[src/hw/dpc_pkg.sv]
// Purpose: Shared constants and types for the DAC output power-on control block
// Assumes: 125 MHz system clock, four channels of 16-bit data
// Notes: Trim levels are in eighths of a data LSB, offset-binary at the core
package dpc_pkg;
   localparam int NUM_CH = 4;
   localparam int CODE_W = 16;
   localparam int FRAC_W = 3;
   localparam int LEVEL_W = CODE_W + FRAC_W;
   localparam int OFS_W = 8;
   localparam int FG_W = 6;
   localparam int CG_W = 2;
   localparam int GND_W = 8;
   localparam int REG_W = 3;
   localparam int ADDR_W = 3;
   localparam int ADDR_BCAST_BIT = 2;
   localparam int GAIN_SHIFT = 13;

   // Register select codes of a completed serial frame
   localparam logic [REG_W-1:0] REG_DATA = 3'h2;
   localparam logic [REG_W-1:0] REG_COARSE = 3'h3;
   localparam logic [REG_W-1:0] REG_FINE = 3'h4;
   localparam logic [REG_W-1:0] REG_OFFSET = 3'h5;

   // Coarse range codes
   localparam logic [CG_W-1:0] CG_4096 = 2'h0;
   localparam logic [CG_W-1:0] CG_4201 = 2'h1;
   localparam logic [CG_W-1:0] CG_4311 = 2'h2;
   localparam logic [CG_W-1:0] CG_ILLEGAL = 2'h3;

   // Reset values
   localparam logic [CODE_W-1:0] ZERO_CODE = 16'h0000;
   localparam logic [CG_W-1:0] CG_RESET = 2'h0;
   localparam logic [FG_W-1:0] FG_RESET = 6'h00;
   localparam logic [OFS_W-1:0] OFS_RESET = 8'h00;

   // Supply settling before the straps are sampled
   localparam int CLK_MHZ = 125;
   localparam int STABLE_TIME_NS = 1000;
   localparam int STABLE_CYCLES = (STABLE_TIME_NS * CLK_MHZ + 999) / 1000;
   localparam int STABLE_CNT_W = $clog2(STABLE_CYCLES + 1);

   typedef enum logic [1:0] {ST_POWERUP, ST_WAIT_WRITE, ST_ACTIVE} dpc_state_t;
endpackage

[src/hw/dpc_trim_if.sv]
// Purpose: Carries one channel's code and trims to the trim datapath and back
// Assumes: All signals on the system clock
// Notes: Level is offset-binary in eighths of an LSB
`timescale 1ns/1ns
`default_nettype none
interface dpc_trim_if;
   logic [dpc_pkg::CODE_W-1:0] code;
   logic coding_sel;
   logic signed [dpc_pkg::OFS_W-1:0] offset;
   logic signed [dpc_pkg::FG_W-1:0] fine_gain;
   logic signed [dpc_pkg::GND_W-1:0] gnd_diff;
   logic gnd_en;
   logic [dpc_pkg::LEVEL_W-1:0] level;

   modport ctrl (output code, coding_sel, offset, fine_gain, gnd_diff, gnd_en, input level);
   modport trim (input code, coding_sel, offset, fine_gain, gnd_diff, gnd_en, output level);
endinterface
`default_nettype wire

[src/hw/dpc_trim.sv]
// Purpose: Per-channel digital offset, fine gain and local ground correction
// Assumes: Purely combinational, registered by the caller
// Notes: Result saturates at the ends of the offset-binary range
`timescale 1ns/1ns
`default_nettype none
module dpc_trim (
   dpc_trim_if.trim t
);
   logic signed [dpc_pkg::CODE_W-1:0] centered;
   logic signed [dpc_pkg::CODE_W+dpc_pkg::FG_W-1:0] gprod;
   logic signed [dpc_pkg::LEVEL_W+1:0] sum;

   always_comb begin
      // Both codings mapped to a value centered on bipolar zero
      centered = t.coding_sel ? {~t.code[dpc_pkg::CODE_W-1], t.code[dpc_pkg::CODE_W-2:0]}
                              : t.code;
      // Half a step at each full-scale point, in eighth LSBs
      gprod = centered * t.fine_gain;
      sum = ((dpc_pkg::LEVEL_W+2)'(centered) <<< dpc_pkg::FRAC_W)
            + (dpc_pkg::LEVEL_W+2)'(gprod >>> dpc_pkg::GAIN_SHIFT)
            + (dpc_pkg::LEVEL_W+2)'(t.offset);
      if (t.gnd_en) begin
         sum = sum + (dpc_pkg::LEVEL_W+2)'(t.gnd_diff);
      end
      // Clip instead of wrapping, a wrap would swing the output rail to rail
      if (sum[dpc_pkg::LEVEL_W+1] && !sum[dpc_pkg::LEVEL_W-1]) begin
         t.level = '0;
      end else if (!sum[dpc_pkg::LEVEL_W+1] && sum[dpc_pkg::LEVEL_W-1]) begin
         t.level = '1;
      end else begin
         t.level = {~sum[dpc_pkg::LEVEL_W-1], sum[dpc_pkg::LEVEL_W-2:0]};
      end
   end
endmodule // dpc_trim
`default_nettype wire

[src/hw/dpc_output_ctrl.sv]
// Purpose: Output clamp sequencing, power-on loading, trims and GP port of a quad DAC
// Assumes: Frame decoder on CLK delivers completed writes; pins are asynchronous
// Notes: Gate outputs drive the analog transmission gates, high means closed
`timescale 1ns/1ns
`default_nettype none
module dpc_output_ctrl #(
   parameter int NUM_CH = dpc_pkg::NUM_CH
) (
   input wire logic CLK,
   input wire logic RESETN,
   input wire logic SUPPLY_GOOD,
   input wire logic EXTERNAL_CLAMP_REQUEST_N,
   input wire logic CLEAR_TO_ZERO_CODE_N,
   input wire logic LOAD_OUTPUTS_STROBE_N,
   input wire logic CODING_SELECT,
   input wire logic WR_VALID,
   input wire logic [dpc_pkg::REG_W-1:0] WR_REG,
   input wire logic [dpc_pkg::ADDR_W-1:0] WR_ADDR,
   input wire logic [dpc_pkg::CODE_W-1:0] WR_DATA,
   input wire logic LOCAL_GROUND_ADJ_EN,
   input wire logic [NUM_CH-1:0][dpc_pkg::GND_W-1:0] CHANNEL_LOCAL_GROUND_DIFF,
   input wire logic [1:0] GP_DIR_OUT,
   input wire logic [1:0] GP_OUT_VALUE,
   input wire logic GP_PORT_BIT0_I,
   input wire logic GP_PORT_BIT1_I,
   output logic GP_PORT_BIT0_O,
   output logic GP_PORT_BIT0_OE_N,
   output logic GP_PORT_BIT1_O,
   output logic GP_PORT_BIT1_OE_N,
   output logic [1:0] GP_READ_LEVELS,
   output logic SUPPLY_MONITOR_OUT_N,
   output logic [NUM_CH-1:0] AMP_TO_PIN_GATE,
   output logic [NUM_CH-1:0] PIN_CLAMP_GATE,
   output logic [NUM_CH-1:0][dpc_pkg::CG_W-1:0] RANGE_SEL,
   output logic [NUM_CH-1:0][dpc_pkg::LEVEL_W-1:0] DAC_LEVEL
);
   // Channel field of an address is two bits, so four channels at most
   if (NUM_CH < 1 || NUM_CH > 4) begin : g_bad_num_ch
      $error("NUM_CH must lie between 1 and 4");
   end

   localparam int PIN_N = 7;
   localparam int P_SUP = 0;
   localparam int P_EXT = 1;
   localparam int P_CLR = 2;
   localparam int P_LD = 3;
   localparam int P_COD = 4;
   localparam int P_GP0 = 5;
   localparam int P_GP1 = 6;
   // Supply reads bad and active-low pins read inactive until synced
   localparam logic [PIN_N-1:0] PIN_RESET = 7'h0E;

   // Address bit two writes every channel at once
   function automatic logic ch_hit(input logic [dpc_pkg::ADDR_W-1:0] addr, input int ch);
      ch_hit = addr[dpc_pkg::ADDR_BCAST_BIT] || (int'(addr[1:0]) == ch);
   endfunction

   logic [PIN_N-1:0] pin_meta_ff;
   logic [PIN_N-1:0] pin_sync_ff;
   logic sup_ok;
   logic ext_clamp_n;
   logic clr_n;
   logic ld_n;
   dpc_pkg::dpc_state_t state_ff;
   dpc_pkg::dpc_state_t nxt_state;
   logic [dpc_pkg::STABLE_CNT_W-1:0] stable_cnt_ff;
   logic stable_done;
   logic strap_zero;
   logic strap_load;
   logic data_write;
   logic [NUM_CH-1:0][dpc_pkg::CODE_W-1:0] input_reg_ff;
   logic [NUM_CH-1:0][dpc_pkg::CODE_W-1:0] dac_reg_ff;
   logic [NUM_CH-1:0][dpc_pkg::OFS_W-1:0] offset_ff;
   logic [NUM_CH-1:0][dpc_pkg::FG_W-1:0] fine_ff;
   logic [NUM_CH-1:0][dpc_pkg::CG_W-1:0] coarse_ff;
   logic [NUM_CH-1:0][dpc_pkg::LEVEL_W-1:0] level;

   // Two-stage synchroniser for every pin input
   always_ff @(posedge CLK or negedge RESETN) begin
      if (!RESETN) begin
         pin_meta_ff <= PIN_RESET;
         pin_sync_ff <= PIN_RESET;
      end else begin
         pin_meta_ff <= {GP_PORT_BIT1_I, GP_PORT_BIT0_I, CODING_SELECT, LOAD_OUTPUTS_STROBE_N,
                         CLEAR_TO_ZERO_CODE_N, EXTERNAL_CLAMP_REQUEST_N, SUPPLY_GOOD};
         pin_sync_ff <= pin_meta_ff;
      end
   end

   assign sup_ok = pin_sync_ff[P_SUP];
   assign ext_clamp_n = pin_sync_ff[P_EXT];
   assign clr_n = pin_sync_ff[P_CLR];
   assign ld_n = pin_sync_ff[P_LD];
   assign stable_done = (stable_cnt_ff == dpc_pkg::STABLE_CNT_W'(dpc_pkg::STABLE_CYCLES - 1));
   assign strap_zero = !clr_n || !ld_n;
   // Straps act only once, on the last settling cycle of power-up
   assign strap_load = (state_ff == dpc_pkg::ST_POWERUP) && stable_done && strap_zero;
   assign data_write = WR_VALID && (WR_REG == dpc_pkg::REG_DATA);

   // Supply must read good without a break before the straps are taken
   always_ff @(posedge CLK or negedge RESETN) begin
      if (!RESETN) begin
         stable_cnt_ff <= '0;
      end else if (!sup_ok || state_ff != dpc_pkg::ST_POWERUP) begin
         stable_cnt_ff <= '0;
      end else if (!stable_done) begin
         stable_cnt_ff <= stable_cnt_ff + 1'b1;
      end
   end

   always_comb begin
      nxt_state = state_ff;
      unique case (state_ff)
         dpc_pkg::ST_POWERUP: begin
            if (sup_ok && stable_done) begin
               // Both straps high leaves the outputs clamped
               nxt_state = strap_zero ? dpc_pkg::ST_ACTIVE : dpc_pkg::ST_WAIT_WRITE;
            end
         end
         dpc_pkg::ST_WAIT_WRITE: begin
            // A write under an active clamp request is kept but does not release
            if (data_write && ext_clamp_n) begin
               nxt_state = dpc_pkg::ST_ACTIVE;
            end
         end
         dpc_pkg::ST_ACTIVE: begin
            if (!ext_clamp_n) begin
               nxt_state = dpc_pkg::ST_WAIT_WRITE;
            end
         end
         default: nxt_state = dpc_pkg::ST_POWERUP;
      endcase
      // A failing supply overrides everything and restarts power-up
      if (!sup_ok) begin
         nxt_state = dpc_pkg::ST_POWERUP;
      end
   end

   always_ff @(posedge CLK or negedge RESETN) begin
      if (!RESETN) begin
         state_ff <= dpc_pkg::ST_POWERUP;
      end else begin
         state_ff <= nxt_state;
      end
   end

   // Gates follow the next state so they switch with it, not a cycle later
   always_ff @(posedge CLK or negedge RESETN) begin
      if (!RESETN) begin
         AMP_TO_PIN_GATE <= '0;
         PIN_CLAMP_GATE <= '1;
      end else begin
         AMP_TO_PIN_GATE <= {NUM_CH{nxt_state == dpc_pkg::ST_ACTIVE && ext_clamp_n}};
         PIN_CLAMP_GATE <= {NUM_CH{nxt_state != dpc_pkg::ST_ACTIVE || !ext_clamp_n}};
      end
   end

   // Monitor follows the synced detector, so it lags the pin by three edges
   always_ff @(posedge CLK or negedge RESETN) begin
      if (!RESETN) begin
         SUPPLY_MONITOR_OUT_N <= 1'b0;
      end else begin
         SUPPLY_MONITOR_OUT_N <= sup_ok;
      end
   end

   // Input registers hold written words; the DAC registers feed the outputs
   always_ff @(posedge CLK or negedge RESETN) begin
      if (!RESETN) begin
         input_reg_ff <= '0;
      end else begin
         for (int ch = 0; ch < NUM_CH; ch++) begin
            if (strap_load) begin
               input_reg_ff[ch] <= dpc_pkg::ZERO_CODE;
            end else if (data_write && ch_hit(WR_ADDR, ch)) begin
               input_reg_ff[ch] <= WR_DATA;
            end
         end
      end
   end

   // Strobe held low updates on every write; the releasing write also updates
   always_ff @(posedge CLK or negedge RESETN) begin
      if (!RESETN) begin
         dac_reg_ff <= '0;
      end else begin
         for (int ch = 0; ch < NUM_CH; ch++) begin
            if (strap_load) begin
               dac_reg_ff[ch] <= dpc_pkg::ZERO_CODE;
            end else if (data_write && ch_hit(WR_ADDR, ch)
                         && (!ld_n || state_ff == dpc_pkg::ST_WAIT_WRITE)) begin
               dac_reg_ff[ch] <= WR_DATA;
            end else if (!ld_n && state_ff == dpc_pkg::ST_ACTIVE) begin
               dac_reg_ff[ch] <= input_reg_ff[ch];
            end
         end
      end
   end

   // Trim registers take effect at once; illegal range code is ignored
   always_ff @(posedge CLK or negedge RESETN) begin
      if (!RESETN) begin
         coarse_ff <= {NUM_CH{dpc_pkg::CG_RESET}};
      end else begin
         for (int ch = 0; ch < NUM_CH; ch++) begin
            if (WR_VALID && WR_REG == dpc_pkg::REG_COARSE && ch_hit(WR_ADDR, ch)
                && WR_DATA[dpc_pkg::CG_W-1:0] != dpc_pkg::CG_ILLEGAL) begin
               coarse_ff[ch] <= WR_DATA[dpc_pkg::CG_W-1:0];
            end
         end
      end
   end

   // Every fine gain and offset code is legal, so no filter here
   always_ff @(posedge CLK or negedge RESETN) begin
      if (!RESETN) begin
         fine_ff <= {NUM_CH{dpc_pkg::FG_RESET}};
      end else begin
         for (int ch = 0; ch < NUM_CH; ch++) begin
            if (WR_VALID && WR_REG == dpc_pkg::REG_FINE && ch_hit(WR_ADDR, ch)) begin
               fine_ff[ch] <= WR_DATA[dpc_pkg::FG_W-1:0];
            end
         end
      end
   end

   always_ff @(posedge CLK or negedge RESETN) begin
      if (!RESETN) begin
         offset_ff <= {NUM_CH{dpc_pkg::OFS_RESET}};
      end else begin
         for (int ch = 0; ch < NUM_CH; ch++) begin
            if (WR_VALID && WR_REG == dpc_pkg::REG_OFFSET && ch_hit(WR_ADDR, ch)) begin
               offset_ff[ch] <= WR_DATA[dpc_pkg::OFS_W-1:0];
            end
         end
      end
   end

   // One trim datapath per channel
   for (genvar g = 0; g < NUM_CH; g++) begin : g_ch
      dpc_trim_if tif ();
      assign tif.code = dac_reg_ff[g];
      assign tif.coding_sel = pin_sync_ff[P_COD];
      assign tif.offset = offset_ff[g];
      assign tif.fine_gain = fine_ff[g];
      assign tif.gnd_diff = CHANNEL_LOCAL_GROUND_DIFF[g];
      assign tif.gnd_en = LOCAL_GROUND_ADJ_EN;
      assign level[g] = tif.level;
      dpc_trim u_trim (
         .t(tif)
      );
   end

   // Registered so the converter never sees the trim adders settle
   always_ff @(posedge CLK or negedge RESETN) begin
      if (!RESETN) begin
         DAC_LEVEL <= '0;
         RANGE_SEL <= {NUM_CH{dpc_pkg::CG_RESET}};
      end else begin
         DAC_LEVEL <= level;
         RANGE_SEL <= coarse_ff;
      end
   end

   // General-purpose port; pin levels read back whatever the direction
   always_ff @(posedge CLK or negedge RESETN) begin
      if (!RESETN) begin
         GP_PORT_BIT0_O <= 1'b0;
         GP_PORT_BIT1_O <= 1'b0;
         GP_PORT_BIT0_OE_N <= 1'b1;
         GP_PORT_BIT1_OE_N <= 1'b1;
         GP_READ_LEVELS <= 2'h0;
      end else begin
         GP_PORT_BIT0_O <= GP_OUT_VALUE[0];
         GP_PORT_BIT1_O <= GP_OUT_VALUE[1];
         GP_PORT_BIT0_OE_N <= !GP_DIR_OUT[0];
         GP_PORT_BIT1_OE_N <= !GP_DIR_OUT[1];
         GP_READ_LEVELS <= {pin_sync_ff[P_GP1], pin_sync_ff[P_GP0]};
      end
   end
endmodule // dpc_output_ctrl
`default_nettype wire

[config.mk]
export PLATFORM = sky130hd
export DESIGN_NAME = dpc_output_ctrl
export DESIGN_NICKNAME = d
export VERILOG_FILES = /design/src/hw/dpc_pkg.sv /design/src/hw/dpc_trim_if.sv /design/src/hw/dpc_trim.sv /design/src/hw/dpc_output_ctrl.sv
export SDC_FILE = /design/constraint.sdc
export NUM_CORES = 2
export LEC_CHECK = 0
export BUFFER_PORTS_ARGS = -buffer_cell sky130_fd_sc_hd__buf_4
export CAP_MARGIN = 40
export CORE_MARGIN = 5
export CORE_UTILIZATION = 30
export DETAILED_ROUTE_END_ITERATION = 6
export GPL_TIMING_DRIVEN = 0
export PLACE_DENSITY = 0.57
export SYNTH_ARGS = -nofsm -noshare
export SYNTH_HDL_FRONTEND = slang
export SYNTH_SLANG_ARGS = --single-unit
[constraint.sdc]
create_clock -name CLK -period 9.6 [get_ports CLK]
set_clock_uncertainty 0.2 [all_clocks]
set_input_delay 0.96 -clock CLK [delete_from_list [all_inputs] [get_ports CLK]]
set_output_delay 0.96 -clock CLK [all_outputs]
set_load 0.05 [all_outputs]
==> flow_summary_export.csv <==
group,metric,value,unit
yosys,synth.area.top_cells,"dfrtp_1 (23%), fa_1 (19%), ha_1 (13%), and2_1 (5.7%), nand2_1 (3.8%)",
worst_setup_path,cpMostUsedCell,"fa_1",
global_route,grtUsageTotal,16.1,%
worst_setup_path,worstSetupStartpointType,"flop",
yosys,ys_seq_elements,308,
die,die_h,338,um
worst_setup_path,crit_fanout,12,
die,core,107000,um^2
global_route,gr-total-overflow,0,
sta,setup_ws,51.4,ps
cts,clk_path_buf_depth,3,
placement,gp_congestion,0.876,
global_route,antenna_found_initial,10,
finish,area_growth,20.9,%
routing,postRouteAntennaNets,0,
yosys,yosys-top-cells-count,"ha_1 (338), nand2_1 (324), fa_1 (312), dfrtp_1 (299), and2_1 (295)",
worst_setup_path,end_kind,"flop",
finish,final_util,36.4,%
global_route,grt_max_degree,117,
hold_path,hold_path_depth,0,
finish,drive_gt1_share,19.4,%
hold_path,hp-start,"pin_meta_ff[5]",
cts,cts_made_buffers,40,
sta,max-slew-margin-rel,35.2,%
routing,drtIter0Drc,1509,
worst_setup_path,ff2ff_setup_slack,50,ps
cts,cts-root-buf,"clkbuf_16",
finish,final_area,38900,um^2
cts,clkLatencyLatePin,610,ps
sta,fin_crit_sh,99.5,%
sta,setup_viol,0,
hold_path,hold_class,"flop to flop",
yosys,syn_avg_cell_area,9.57,um^2
hold_path,hold_path_end,"pin_sync_ff[5]",
routing,wl_per_cell,18.0,um
sta,fmax,105,MHz
worst_setup_path,arrival,9860,ps
global_route,grt_pass1_vias,25600,
cts,cts-htree-levels,2,
sta,rsz0062_at_grt,"true",
routing,routed_wl,92500,um
yosys,syn-num-nets,4080,
yosys,yosys_warnings,0,
placement,pre_cts_slack,-1310,ps
global_route,grt_pass1_wl,144000,um
sta,holdWs,149,ps
yosys,seq_area_frac_synth,24.0,%
job,drv_cap,0,
yosys,synth_most_common_cell,"ha_1",
routing,vias_per_cell,4.90,
routing,drc,0,
finish,layout.nets,4414,
sta,tightest_slew,971,ps
placement,placed_cell_area,35500,um^2
routing,dr.pass1.iters,5,
yosys,synth_top_area_share,23.3,%
worst_setup_path,critical_path_required,9910,ps
yosys,ys.flop_type,"dfrtp_1",
cts,clk_pin_slew,60,ps
cts,cts_sinks,308,
outcome,status,"finished clean",
placement,hpwl,71200,um
sta,drv_slew,0,
routing,vias,25200,
worst_setup_path,ff2ff_path_depth,40,
placement,port_buffers,158,
sta,post-route-min-period,9550,ps
yosys,syn_area,32200,um^2
die,die_area,114000,um^2
die,pin_count,168,
worst_setup_path,r2r-start,"g_ch[0].tif.fine_gain[0]",
worst_setup_path,worst_path_largest_cell_delay,540,ps
worst_setup_path,critPathKind,"flop to flop",
die,rows,120,
yosys,yosysUniqueCellTypes,91,
yosys,synth_top_area_cell,"dfrtp_1",
yosys,synthArstFlopShare,100,%
die,start_util,30.1,%
cts,cts_tree,"built",
worst_setup_path,crit_slowest_cell,"fa_1",
die,die_w,338,um
finish,num-fill-cells,10700,
yosys,synth_edf_count,0,
yosys,synthCells,3361,
worst_setup_path,timing.rr.end,"DAC_LEVEL[4]",
sta,finalHoldViolCount,0,
[through the flow]
step,std cells,TNS (ps)
floorplan,3361,0
global placement,4922,-57220
detailed placement,4943,-54710
CTS,5076,0
global route,5129,-7400
finish,5134,0
[layout make-up]
class | count | area (um^2) | area share [%]
Multi-Input combinational cell | 2725 | 24100 | 62.1
Sequential cell | 308 | 7770 | 20.0
Timing Repair Buffer | 297 | 2430 | 6.24
Tap cell | 1403 | 1760 | 4.51
Clock buffer | 50 | 1110 | 2.85
Inverter | 212 | 796 | 2.05
Buffer | 111 | 606 | 1.56
Clock inverter | 22 | 279 | 0.717
Antenna cell | 6 | 15.0 | 0.0386
[registers in the layout, summed over array words and instances, names as in the netlist]
register / count
AMP_TO_PIN_GATE: 1
DAC_LEVEL: 76
GP_PORT_BIT0_O: 1
GP_PORT_BIT0_OE_N: 1
GP_PORT_BIT1_O: 1
GP_PORT_BIT1_OE_N: 1
GP_READ_LEVELS: 2
PIN_CLAMP_GATE: 1
RANGE_SEL: 8
SUPPLY_MONITOR_OUT_N: 1
coarse_ff: 8
g_ch.tif.code: 64
g_ch.tif.fine_gain: 24
g_ch.tif.offset: 32
input_reg_ff: 64
pin_meta_ff: 7
pin_sync_ff: 7
stable_cnt_ff: 7
state_ff: 2
[what timing repair did]
| action | CTS | global route |
|---|---|---|
| resized for setup | 120 | 190 |
| endpoints found under the setup margin | 76 | 76 |
| gates cloned | 1 | 2 |
| hold buffers | 0 | 0 |
| pin swaps | 43 | 103 |
| setup buffers | 63 | 53 |
| endpoints found under the hold margin | 0 | 0 |
[per-layer routing]
layer | part of all wire, % | global-route usage, % | vias to the layer above
met2 | 45 | 25.5 | 588
met5 | 0.044 | 0 | -
met4 | 2.7 | 4.51 | 6
li1 | - | - | 12100
met3 | 6.8 | 3.85 | 104
met1 | 46 | 22.1 | 12300
[cells in the final DEF, fill, tap and decap left out, types with 13 or more instances in the layout]
cell type / Yosys / layout
xor2_1: 75 / 66
xnor2_2: 1 / 13
mux2i_1: 34 / 31
mux2_2: 64 / 64
clkbuf_1: 83 / 67
nand2b_1: 31 / 30
a21oi_1: 229 / 197
and2_1: 295 / 290
ha_1: 338 / 310
nor3_1: 42 / 33
ha_4: 0 / 15
ha_2: 0 / 13
nand4_1: 15 / 15
nand2_1: 324 / 321
fa_1: 312 / 309
a21o_1: 79 / 79
o21ai_1: 5 / 13
a22oi_1: 66 / 65
nor2b_1: 30 / 30
nand3_1: 28 / 26
buf_6: 2 / 28
a21oi_2: 2 / 29
o21a_1: 21 / 20
dfrtp_2: 0 / 39
inv_1: 211 / 209
o21bai_1: 20 / 20
nor2_1: 219 / 212
buf_4: 18 / 281
clkbuf_16: 0 / 40
dfrtp_1: 299 / 260
o21ai_0: 178 / 161
a31oi_1: 17 / 14
xnor2_1: 123 / 111
[worst max-delay path: cells and delay by family, from the launching register on]
| family | cells | cell delay [ps] |
|---|---|---|
| compound gates | 16 | 3090 |
| xor+xnor | 2 | 450 |
| fa+ha+maj | 8 | 3360 |
| buf+inv | 8 | 880 |
| flops | 1 | 400 |
| mux | 1 | 310 |
| simple gates | 5 | 780 |
[worst max-delay path by stage]
stage / start / to / slack (ps)
after floorplan: g_ch[0].tif.code[5] / DAC_LEVEL[11] / 110
after global placement: g_ch[0].tif.fine_gain[3] / DAC_LEVEL[10] / -1310
after detailed placement: g_ch[0].tif.fine_gain[4] / DAC_LEVEL[11] / -1310
after CTS: g_ch[0].tif.code[5] / DAC_LEVEL[10] / 10
after global routing: g_ch[0].tif.fine_gain[0] / DAC_LEVEL[10] / -360
final: g_ch[0].tif.fine_gain[0] / DAC_LEVEL[4] / 50
[kinds of logic after synthesis]
group	count (synthesis)	share of synthesized area, %
AND/OR/NAND/NOR	1045	16.0
flip-flops	308	24.0
multiplexers	99	3.34
XOR/XNOR	201	5.58
AO/OA/AOI/OAI	721	14.2
buffers and inverters	328	4.11
adder cells (fa/ha/maj)	659	32.8
Power is not shown: default switching activity piles up to over one toggle a cycle in this logic, so the estimate is an artifact.
